`src/moc_consts.vh`:
```
// Constants for the main oscillator control block
`ifndef MOC_CONSTS_VH
`define MOC_CONSTS_VH

// Register bus widths
`define MOC_ADDR_W 8
`define MOC_DATA_W 32

// Register byte offsets
`define MOC_OSC_CFG_OFS 8'h00
`define MOC_PWR_STAT_OFS 8'h04
`define MOC_IRQ_MASK_OFS 8'h08
`define MOC_FREQ_RES_OFS 8'h0C
`define MOC_EVT_STAT_OFS 8'h10

// Oscillator configuration fields
`define MOC_CFG_EN_BIT 0
`define MOC_CFG_BYP_BIT 1
`define MOC_CFG_CNT_LSB 8
`define MOC_CFG_CNT_MSB 15
`define MOC_CNT_W 8

// Power status fields
`define MOC_STAT_STABLE_BIT 0
`define MOC_STAT_BYP_BIT 1

// Event status and mask layout
`define MOC_EVT_W 2
`define MOC_EVT_STABLE_BIT 0
`define MOC_EVT_DONE_BIT 1

// Frequency result fields
`define MOC_FREQ_W 16
`define MOC_FREQ_DONE_BIT 16

// Timing figures
`define MOC_CORE_CLK_MHZ 250
`define MOC_SLOW_DIV 8
`define MOC_DIV_W 3
`define MOC_MEAS_PERIODS 16
`define MOC_PER_W 5

// Reset values
`define MOC_CNT_RST 8'h00
`define MOC_FREQ_RST 16'h0000
`define MOC_EVT_RST 2'h0
`define MOC_DATA_ZERO 32'h00000000

`endif

```
`src/moc_slow_tick.v`:
```
// Slow clock edge detector and divide-by-eight tick generator
`timescale 1ns/100ps
`include "moc_consts.vh"

module moc_slow_tick (
	input wire core_clk,
	input wire nrst,
	input wire slowClk,
	output reg slowRise,
	output reg slowFall,
	output reg div8Tick
);

	reg slowPrev_ff; // Last sampled slow clock level
	reg [`MOC_DIV_W-1:0] divCnt_ff; // Slow period counter
	reg [`MOC_DIV_W-1:0] nxt_divCnt;
	reg nxt_divTick;

	// Edge and divider next values
	always @* begin
		nxt_divCnt = divCnt_ff;
		nxt_divTick = 1'b0;
		if (slowClk && !slowPrev_ff) begin
			// One slow period passes per rising edge
			nxt_divCnt = divCnt_ff + 3'h1;
			if (divCnt_ff == (`MOC_SLOW_DIV - 1)) begin
				nxt_divTick = 1'b1;
			end
		end
	end

	// Registered pulses, one core cycle each
	always @(posedge core_clk or negedge nrst) begin
		if (!nrst) begin
			slowPrev_ff <= 1'b0;
			divCnt_ff <= 3'h0;
			slowRise <= 1'b0;
			slowFall <= 1'b0;
			div8Tick <= 1'b0;
		end else begin
			slowPrev_ff <= slowClk;
			divCnt_ff <= nxt_divCnt;
			slowRise <= slowClk & ~slowPrev_ff;
			slowFall <= ~slowClk & slowPrev_ff;
			div8Tick <= nxt_divTick;
		end
	end

endmodule // moc_slow_tick

```
`src/moc_top.v`:
```
// Main oscillator control: enable, startup timing, bypass and frequency measurement
`timescale 1ns/100ps
`include "moc_consts.vh"

module moc_top (
	input wire core_clk,
	input wire nrst,
	input wire [`MOC_ADDR_W-1:0] regAddr,
	input wire [`MOC_DATA_W-1:0] regWdata,
	input wire regWr,
	input wire regRd,
	output reg [`MOC_DATA_W-1:0] regRdata,
	input wire slowClk,
	input wire oscClkIn,
	input wire crystalInPin,
	output reg mainOscEnable,
	output reg oscBypassSelect,
	output reg mainClk,
	output reg mainClkValid,
	output reg irq
);

	// Timing notes
	// Free-running slow/8 divider, not restarted by a write
	// First tick anywhere in the first eight slow periods
	// Startup lasts count-1 to count whole ticks
	// Software adds one tick of margin
	// Zero count: stable two core cycles after the write
	// Window: slow rising edge to sixteenth falling edge
	// Main clock rising edges counted inside the window
	// Slow and oscillator levels taken as synchronous
	// Both must change far slower than core_clk

	// One-hot measurement states
	localparam [3:0] MEAS_IDLE = 4'h1;
	localparam [3:0] MEAS_ARM = 4'h2;
	localparam [3:0] MEAS_RUN = 4'h4;
	localparam [3:0] MEAS_DONE = 4'h8;

	// Address decode shared by reads and writes
	function hit;
		input [`MOC_ADDR_W-1:0] addr;
		input [`MOC_ADDR_W-1:0] ofs;
		begin
			hit = (addr == ofs);
		end
	endfunction

	// Slow clock timing pulses
	wire slowRise; // Slow clock rising edge
	wire slowFall; // Slow clock falling edge
	wire div8Tick; // Slow clock divided by eight

	// Configuration registers
	reg oscEn_ff; // Main oscillator enable
	reg bypass_ff; // Bypass select
	reg [`MOC_CNT_W-1:0] startCnt_ff; // Startup count as written
	reg [`MOC_EVT_W-1:0] mask_ff; // Interrupt mask
	reg [`MOC_EVT_W-1:0] evt_ff; // Sticky event status

	// Oscillator startup state
	reg [`MOC_CNT_W-1:0] downCnt_ff; // Startup down-counter
	reg counting_ff; // Down-counter active
	reg stable_ff; // Main oscillator stable flag

	// Measurement state
	reg [3:0] measState_ff; // One-hot measurement state
	reg [`MOC_FREQ_W-1:0] freq_ff; // Main cycles counted
	reg [`MOC_PER_W-1:0] falls_ff; // Slow falling edges seen
	reg done_ff; // Measurement done flag
	reg mainPrev_ff; // Last sampled main clock level

	// Next values
	reg nxt_oscEn;
	reg nxt_bypass;
	reg [`MOC_CNT_W-1:0] nxt_startCnt;
	reg [`MOC_EVT_W-1:0] nxt_mask;
	reg [`MOC_EVT_W-1:0] nxt_evt;
	reg [`MOC_CNT_W-1:0] nxt_downCnt;
	reg nxt_counting;
	reg nxt_stable;
	reg [3:0] nxt_measState;
	reg [`MOC_FREQ_W-1:0] nxt_freq;
	reg [`MOC_PER_W-1:0] nxt_falls;
	reg nxt_done;
	reg [`MOC_DATA_W-1:0] nxt_rdata;
	reg nxt_mainClk;

	// Decoded strobes
	wire cfgWr; // Configuration write
	wire maskWr; // Mask write
	wire evtRd; // Event status read
	wire restart; // Enabling write
	wire cfgOff; // Enable cleared by write
	wire mainRise; // Main clock rising edge
	wire stableSet; // Stable flag rising this cycle

	assign cfgWr = regWr && hit(regAddr, `MOC_OSC_CFG_OFS);
	assign maskWr = regWr && hit(regAddr, `MOC_IRQ_MASK_OFS);
	assign evtRd = regRd && hit(regAddr, `MOC_EVT_STAT_OFS);
	// Any enabling write restarts startup, even when already enabled
	assign restart = cfgWr && regWdata[`MOC_CFG_EN_BIT];
	assign cfgOff = cfgWr && !regWdata[`MOC_CFG_EN_BIT];
	assign mainRise = oscClkIn && !mainPrev_ff;
	assign stableSet = nxt_stable && !stable_ff;

	// Slow clock edges and divided tick
	moc_slow_tick u_slowTick (
		.core_clk(core_clk),
		.nrst(nrst),
		.slowClk(slowClk),
		.slowRise(slowRise),
		.slowFall(slowFall),
		.div8Tick(div8Tick)
	);

	// Configuration register writes
	always @* begin
		nxt_oscEn = oscEn_ff;
		nxt_bypass = bypass_ff;
		nxt_startCnt = startCnt_ff;
		nxt_mask = mask_ff;
		if (cfgWr) begin
			// Enable, bypass and count in one word
			nxt_oscEn = regWdata[`MOC_CFG_EN_BIT];
			nxt_bypass = regWdata[`MOC_CFG_BYP_BIT];
			nxt_startCnt = regWdata[`MOC_CFG_CNT_MSB:`MOC_CFG_CNT_LSB];
		end
		if (maskWr) begin
			// Mask shares the event layout
			nxt_mask = regWdata[`MOC_EVT_W-1:0];
		end
	end

	// Startup down-counter and stable flag
	always @* begin
		nxt_downCnt = downCnt_ff;
		nxt_counting = counting_ff;
		nxt_stable = stable_ff;
		if (cfgOff) begin
			// Oscillator no longer reported stable
			nxt_stable = 1'b0;
			nxt_counting = 1'b0;
			nxt_downCnt = `MOC_CNT_RST;
		end else if (restart) begin
			// Fresh startup from the written count
			nxt_stable = 1'b0;
			nxt_counting = 1'b1;
			nxt_downCnt = regWdata[`MOC_CFG_CNT_MSB:`MOC_CFG_CNT_LSB];
		end else if (counting_ff) begin
			// Zero tested first, so a zero count needs no tick
			if (downCnt_ff == `MOC_CNT_RST) begin
				// Startup time elapsed
				nxt_stable = 1'b1;
				nxt_counting = 1'b0;
			end else if (div8Tick) begin
				// Decrement at slow clock over eight
				nxt_downCnt = downCnt_ff - 8'h01;
			end
		end
	end

	// Frequency measurement sequence
	always @* begin
		nxt_measState = measState_ff;
		nxt_freq = freq_ff;
		nxt_falls = falls_ff;
		nxt_done = done_ff;
		if (cfgOff || restart) begin
			// Old result no longer valid
			nxt_measState = MEAS_IDLE;
			nxt_freq = `MOC_FREQ_RST;
			nxt_falls = 5'h00;
			nxt_done = 1'b0;
		end else begin
			case (measState_ff)
				MEAS_IDLE: begin
					// Wait for the stable flag
					if (stable_ff) begin
						nxt_measState = MEAS_ARM;
					end
				end
				MEAS_ARM: begin
					// Start on the next slow rising edge
					if (slowRise) begin
						nxt_measState = MEAS_RUN;
						nxt_falls = 5'h00;
						nxt_freq = `MOC_FREQ_RST;
					end
				end
				MEAS_RUN: begin
					// Count main cycles until the window closes
					if (mainRise) begin
						nxt_freq = freq_ff + 16'h0001;
					end
					if (slowFall) begin
						nxt_falls = falls_ff + 5'h01;
						if (falls_ff == (`MOC_MEAS_PERIODS - 1)) begin
							// Sixteenth falling edge ends the window
							nxt_measState = MEAS_DONE;
							nxt_done = 1'b1;
						end
					end
				end
				MEAS_DONE: begin
					// Result held until disable or restart
					nxt_measState = MEAS_DONE;
				end
				default: begin
					// Recover from an illegal code
					nxt_measState = MEAS_IDLE;
				end
			endcase
		end
	end

	// Sticky events; a new event beats the read clear
	always @* begin
		nxt_evt = evt_ff;
		if (evtRd) begin
			nxt_evt = `MOC_EVT_RST;
		end
		if (stableSet) begin
			nxt_evt[`MOC_EVT_STABLE_BIT] = 1'b1;
		end
		// Done event on the rising edge of the done flag
		if (nxt_done && !done_ff) begin
			nxt_evt[`MOC_EVT_DONE_BIT] = 1'b1;
		end
	end

	// Read data mux, zero for unmapped offsets
	always @* begin
		nxt_rdata = `MOC_DATA_ZERO;
		// Reads change nothing but the event clear
		if (regRd) begin
			if (hit(regAddr, `MOC_OSC_CFG_OFS)) begin
				nxt_rdata[`MOC_CFG_EN_BIT] = oscEn_ff;
				nxt_rdata[`MOC_CFG_BYP_BIT] = bypass_ff;
				nxt_rdata[`MOC_CFG_CNT_MSB:`MOC_CFG_CNT_LSB] = startCnt_ff;
			end else if (hit(regAddr, `MOC_PWR_STAT_OFS)) begin
				nxt_rdata[`MOC_STAT_STABLE_BIT] = stable_ff;
				nxt_rdata[`MOC_STAT_BYP_BIT] = bypass_ff;
			end else if (hit(regAddr, `MOC_IRQ_MASK_OFS)) begin
				nxt_rdata[`MOC_EVT_W-1:0] = mask_ff;
			end else if (hit(regAddr, `MOC_FREQ_RES_OFS)) begin
				nxt_rdata[`MOC_FREQ_W-1:0] = freq_ff;
				nxt_rdata[`MOC_FREQ_DONE_BIT] = done_ff;
			end else if (hit(regAddr, `MOC_EVT_STAT_OFS)) begin
				nxt_rdata[`MOC_EVT_W-1:0] = evt_ff;
			end
		end
	end

	// Main clock source: external input in bypass with the oscillator off, else stable oscillator
	// One core cycle of lag; edges only as fine as core_clk
	always @* begin
		if (bypass_ff && !oscEn_ff) begin
			nxt_mainClk = crystalInPin;
		end else if (stable_ff) begin
			nxt_mainClk = oscClkIn;
		end else begin
			nxt_mainClk = 1'b0;
		end
	end

	// Control and status registers
	always @(posedge core_clk or negedge nrst) begin
		if (!nrst) begin
			// Oscillator off, slow clock in use
			oscEn_ff <= 1'b0;
			bypass_ff <= 1'b0;
			startCnt_ff <= `MOC_CNT_RST;
			mask_ff <= `MOC_EVT_RST;
			evt_ff <= `MOC_EVT_RST;
			downCnt_ff <= `MOC_CNT_RST;
			counting_ff <= 1'b0;
			stable_ff <= 1'b0;
		end else begin
			oscEn_ff <= nxt_oscEn;
			bypass_ff <= nxt_bypass;
			startCnt_ff <= nxt_startCnt;
			mask_ff <= nxt_mask;
			evt_ff <= nxt_evt;
			downCnt_ff <= nxt_downCnt;
			counting_ff <= nxt_counting;
			stable_ff <= nxt_stable;
		end
	end

	// Measurement registers
	always @(posedge core_clk or negedge nrst) begin
		if (!nrst) begin
			measState_ff <= MEAS_IDLE;
			freq_ff <= `MOC_FREQ_RST;
			falls_ff <= 5'h00;
			done_ff <= 1'b0;
			mainPrev_ff <= 1'b0;
		end else begin
			measState_ff <= nxt_measState;
			freq_ff <= nxt_freq;
			falls_ff <= nxt_falls;
			done_ff <= nxt_done;
			// Main clock level kept for edge detection
			mainPrev_ff <= oscClkIn;
		end
	end

	// Registered outputs
	always @(posedge core_clk or negedge nrst) begin
		if (!nrst) begin
			regRdata <= `MOC_DATA_ZERO;
			mainOscEnable <= 1'b0;
			oscBypassSelect <= 1'b0;
			mainClk <= 1'b0;
			mainClkValid <= 1'b0;
			irq <= 1'b0;
		end else begin
			regRdata <= nxt_rdata;
			mainOscEnable <= nxt_oscEn;
			oscBypassSelect <= nxt_bypass;
			mainClk <= nxt_mainClk;
			// Valid from stable, or bypass with the oscillator off
			mainClkValid <= nxt_stable | (nxt_bypass & ~nxt_oscEn);
			// Level interrupt from next events and mask
			irq <= |(nxt_evt & nxt_mask);
		end
	end

endmodule // moc_top

```
`config.mk`:
```
export PLATFORM = sky130hd
export DESIGN_NAME = moc_top
export DESIGN_NICKNAME = d
export VERILOG_FILES = /design/src/moc_slow_tick.v /design/src/moc_top.v
export VERILOG_INCLUDE_DIRS = /design/src
export SDC_FILE = /design/constraint.sdc
export NUM_CORES = 1
export LEC_CHECK = 0
export ABC_AREA = 1
export BUFFER_PORTS_ARGS = -buffer_cell sky130_fd_sc_hd__clkbuf_2
export CORE_ASPECT_RATIO = 0.9
export CORE_MARGIN = 3
export CORE_UTILIZATION = 50
export CTS_BUF_LIST = sky130_fd_sc_hd__clkbuf_4
export CTS_CLUSTER_DIAMETER = 30
export DETAILED_ROUTE_END_ITERATION = 7
export GPL_TIMING_DRIVEN = 1
export PLACE_DENSITY_LB_ADDON = 0.08
export SLEW_MARGIN = 25
export SYNTH_ARGS = -nofsm -noshare
export SYNTH_HDL_FRONTEND = slang
export SYNTH_SLANG_ARGS = --single-unit
```
`constraint.sdc`:
```
create_clock -name core_clk -period 2.7 [get_ports core_clk]
set_input_delay 0 -clock core_clk [delete_from_list [all_inputs] [get_ports core_clk]]
set_output_delay 0 -clock core_clk [all_outputs]
set_load 0.01 [all_outputs]
```
# After elaboration in Yosys (flattened, before gate mapping)
# Cells that the tools add are included.
# op_classes
addsub	4
n_eq_ne	16
n_reduce_logical	27
n_bitwise	8
n_mux	53
# op_table
cell	count
$mux W16	3
$mux W8	6
$mux W15	3
$pmux W16 S2	1
$mux W1	21
$mux W4	5
$mux W17	1
$add A16 B1 Y16 const B	1
$eq A8 B4 Y1 const B	2
$logic_not A8 Y1	2
$pmux W4 S4	1
$mux W5	3
$mux W2	7
$ne A3 B3 Y1 const B	4
$logic_and A1 B1 Y1	10
$pmux W5 S2	1
$reduce_and A3 Y1	3
$reduce_bool A3 Y1	3
$eq A8 B3 Y1 const B	1
$eq A8 B5 Y1 const B	1
$sub A8 B1 Y8 const B	1
$logic_not A1 Y1	6
$mux W6	1
$ne A3 B2 Y1 const B	2
15 further kinds	19
# word_totals
output_inout_bits	37
wordCells	130
reg_bits	78
in_bits	47

# Longest topological paths before layout
# logic_depth
depth_word	9
mapped_depth	10

# Cells and area by module
# A second synthesis with hierarchy kept.
# hier_totals
hier_cells	575
hier_area_um2	4277.9
# by_module_without_submodules
module	area_each_um2	cells_per_inst	seq_area_each_um2	n_inst
moc_top	4011.3	550	1778.0	1
moc_slow_tick	266.5	25	175.2	1

# Worst setup path before layout
# OpenSTA, ideal clock, no wires.
# synth_timing
path_type	reg2reg
start	register downCnt_ff[3]
end	register downCnt_ff[0]
t_required_ns	2.580
setup_ns	0.120
t_arrival_ns	1.287
slack_ns	1.293
synth_period_minus_slack_ns	1.407
path_stages_with_launch	10
n_path_buf	1
path_cell_list	dfrtp_1 inv_1 nand2_1 nor2_1 nand3_1 nand3_1 nand2_2 buf_6 o21ai_0 inv_1
# synth_between
elab_chain_len	3
# synth_lines
item	line_no	rtl
start: declaration	moc_top.v:62	reg [`MOC_CNT_W-1:0] downCnt_ff;
start signal: assignment	moc_top.v:276	downCnt_ff <= `MOC_CNT_RST;
start signal: assignment	moc_top.v:285	downCnt_ff <= nxt_downCnt;
$logic_not A8 Y1 (no line)	--	
$ne A3 B3 Y1 (no line)	--	
$reduce_and A3 Y1 (no line)	--	
# No other way between the ends.
# A chain may end at the register's enable or synchronous reset.

# Worst setup path after layout
# layout_timing
start	register measState_ff[1]
end	register freq_ff[15]
# layout_between
elab_chain_len	3
word_cells_on_any_way	8
cone_classes	eq/ne (4); mux (2); reduce/logical (2)
# layout_lines
item	line_no	rtl
start: declaration	moc_top.v:67	reg [3:0] measState_ff;
start signal: assignment	moc_top.v:300	measState_ff <= nxt_measState;
$eq A4 B3 Y1 or $eq A4 B2 Y1 (tied branches)	moc_top.v:176	case (measState_ff)
$ne A3 B3 Y1 (no line), or another cell as far along	--	
$reduce_and A3 Y1 (no line) or $mux W16 (tied branches)	--	
end signal: assignment	moc_top.v:295	freq_ff <= `MOC_FREQ_RST;
end signal: assignment	moc_top.v:301	freq_ff <= nxt_freq;
end: declaration	moc_top.v:68	reg [`MOC_FREQ_W-1:0] freq_ff;
# Parallel ways exist; a longest one is shown, timed or not.

==> results.json <==
{
  "status": "finished clean",
  "grt_pass1_vias": 3221,
  "worst_slew_pin_slew_ns": 0.6920,
  "synth_area_um2": 4118,
  "grt_max_degree": 79,
  "die_area_um2": 9361,
  "min_period_ns": 1.759,
  "core_um2": 7770,
  "synth-seq-area-share_pct": 47.43,
  "powerDensity_nw_per_um2": 546.7,
  "worst_clock_skew_ns": 0.01342,
  "fp.dieH_um": 92.09,
  "gr-total-overflow": 0,
  "yosysWarnings": 0,
  "ios": 84,
  "post-cts-setup-buffers": 0,
  "clkTransAtPathRegs_ns": 0.12,
  "areaGrowthSynthToFinish_pct": 13.49,
  "arrival_ns": 2.10,
  "cts.sinks": 78,
  "finalSetupViolCount": 0,
  "htree_levels": 3,
  "drive_gt1_share_pct": 17.13,
  "rows": 30,
  "min_path_type": "primary input to flop",
  "timing.setup.tns_ns": 0,
  "hold_viol": 0,
  "nNetsFinal": 627,
  "yosysTopAreaCellShare_pct": 46.79,
  "startpoint_type": "flop",
  "detail_route.wl_per_cell_um": 12.85,
  "avgViaCountPerCell": 5.050,
  "synth_ff_type": "dfrtp_1",
  "clk_latency_ns": 0.43,
  "yosysMostFrequentCell": "nand2_1",
  "synth_common_cells": "nand2_1, dfrtp_1, inv_1",
  "grt_pass1_wl_um": 15260,
  "end_kind": "flop",
  "port_buffers": 46,
  "total_power_mw": 2.555,
  "drv_cap": 0,
  "cts_inserted_buffers": 9,
  "dp_hpwl_um": 6144,
  "synth_cell_type_count": 37,
  "synth_edf_count": 0,
  "root_buffer": "clkbuf_4",
  "grt_usage_pct": 20.37,
  "drtAntennaViolNets": 0,
  "worst-setup-path-type": "flop to flop",
  "antenna_found_initial": 0,
  "drv_slew": 0,
  "post-route-period-util_pct": 65.14,
  "firstDrtPassIters": 4,
  "drc": 0,
  "critPathMaxFanout": 25,
  "relSlewSlack_pct": 53.87,
  "synth_top_area_cell": "dfrtp_1",
  "synth_area_leaders": "dfrtp_1, nand2_1, inv_1",
  "ys_async_sr_fraction_pct": 100.0,
  "p_leak_nw": 2.375,
  "ys_ff_latch": 78,
  "num_vias": 3404,
  "syn_inst": 509,
  "clock_path_buffers": 2,
  "required_ns": 3.05,
  "antenna_cells": 0,
  "rsz0062_at_grt": "false",
  "place_congestion": 0.8796,
  "syn_area_per_cell_um2": 8.090,
  "start_util_pct": 53.00,
  "vdd_ir_drop_max_v": 0.0004792,
  "fillCellCount": 733,
  "fmax_mhz": 568.6,
  "cts_tree": "done",
  "die_w_um": 101.7,
  "drt_first_iter_violations": 186,
  "finalWirelength_um": 8662
}
[worst paths after layout]
check                                                      start                       endpoint  slack, ns  cells past startpoint
worst max-delay path                 measState_ff[1]$_DFFE_PN0P_        freq_ff[15]$_DFFE_PN0P_       0.94                      7
worst min-delay path                                  regAddr[6]          regRdata[1]$_DFF_PN0_       0.04                      6
worst max register to register       measState_ff[1]$_DFFE_PN0P_        freq_ff[15]$_DFFE_PN0P_       0.94                      7
worst min register to register  u_slowTick.slowPrev_ff$_DFF_PN0_  u_slowTick.slowFall$_DFF_PN0_       0.48                      2
max in group asynchronous                                   nrst            evt_ff[1]$_DFF_PN0_       2.07                      2
min in group asynchronous                                   nrst         regRdata[14]$_DFF_PN0_       0.17                      2
[report_power, final]
part           total (mW)  switching, mW  internal [mW]
clock               0.784          0.400          0.384
combinational       0.458          0.296          0.163
sequential           1.31         0.0587           1.25
[cell type report]
cell class                 count  area [µm²]  share of cell area (%)
inverter                      60       225.2                   4.819
tap                           96       120.1                   2.570
timing repair buffer          64       414.1                   8.862
clock inverter                 6       86.33                   1.847
multi-input combinational    360        1799                   38.50
sequential                    78        1953                   41.79
clock buffer                  10       75.07                   1.606
[kinds of logic (layout without fill, tap and decap cells)]
| kind of cell | Yosys count | in the layout | synth area share (%) |
|---|---|---|---|
| other | 1 | 15 | 0.09107 |
| AOI/OAI and AO/OA | 52 | 52 | 7.293 |
| and+or+nand+nor | 278 | 278 | 31.21 |
| xor gates and xnor gates | 8 | 8 | 1.702 |
| adders and majority gates | 7 | 7 | 2.127 |
| DFF | 78 | 78 | 47.43 |
| buffers and inverters | 85 | 140 | 10.15 |
[flip-flops by register name, indices dropped and copies added (netlist names), 2 cells and up]
register              flops
measState_ff              4
mask_ff                   2
freq_ff                  16
evt_ff                    2
falls_ff                  5
downCnt_ff                8
startCnt_ff               8
u_slowTick.divCnt_ff      3
regRdata                 17
[routing by layer]
metal | GRT usage (%) | part of all wire (%) | up-vias
li1 | - | - | 1726
met1 | 28.78 | 47 | 1604
met2 | 31.59 | 48 | 67
met3 | 4.639 | 4.3 | 7
met4 | 5.094 | 0.74 | 0
met5 | 0 | 0 | -
[critical path, cell delays in order, from the launching register on]
cell	delay, ns
dfrtp_1	0.39
nor2_1	0.17
nand3_1	0.15
inv_2	0.24
nand3_1	0.17
nand3_4	0.34
nand2_1	0.10
o21ai_1	0.10
[stage by stage]
step           setup slack, ns  hold WS (ns)  instance area, µm²  cells  util, %
2_1_floorplan            1.293       -0.2956                4170    523        -
6_report                0.9412       0.03742                4673    674    60.14
3_3_place_gp            0.7974        0.1380                4338    641    55.83
3_5_place_dp            0.7726        0.1415                4338    641    55.83
4_1_cts                 0.9379       0.01089                4669    674    60.10
5_1_grt                 0.7226       0.03829                4673    674    60.14
[cell usage in the layout (no fill, tap or decap), drive strengths merged]
master / instances
o21ai: 34
nor4: 1
nand4: 16
dfstp: 1
buf: 2
nor2: 47
clkinv: 4
o22ai: 1
nand2: 155
a31oi: 1
clkinvlp: 1
o211ai: 1
nand3: 47
dlygate4sd3: 17
xor2: 5
ha: 7
xnor2: 3
a21oi: 13
o21bai: 2
dfrtp: 77
nor3: 6
conb: 15
inv: 59
and3: 1
bufinv: 2
clkbuf: 55
nand3b: 1
or2: 4
[what timing repair did]
action | 4_1_cts | 5_1_grt
hold buffers | 17 | 0
gates resized for setup | 0 | 0
hold endpoints to repair | 118 | 0
Note: power is estimated with default switching activity, not from simulation.
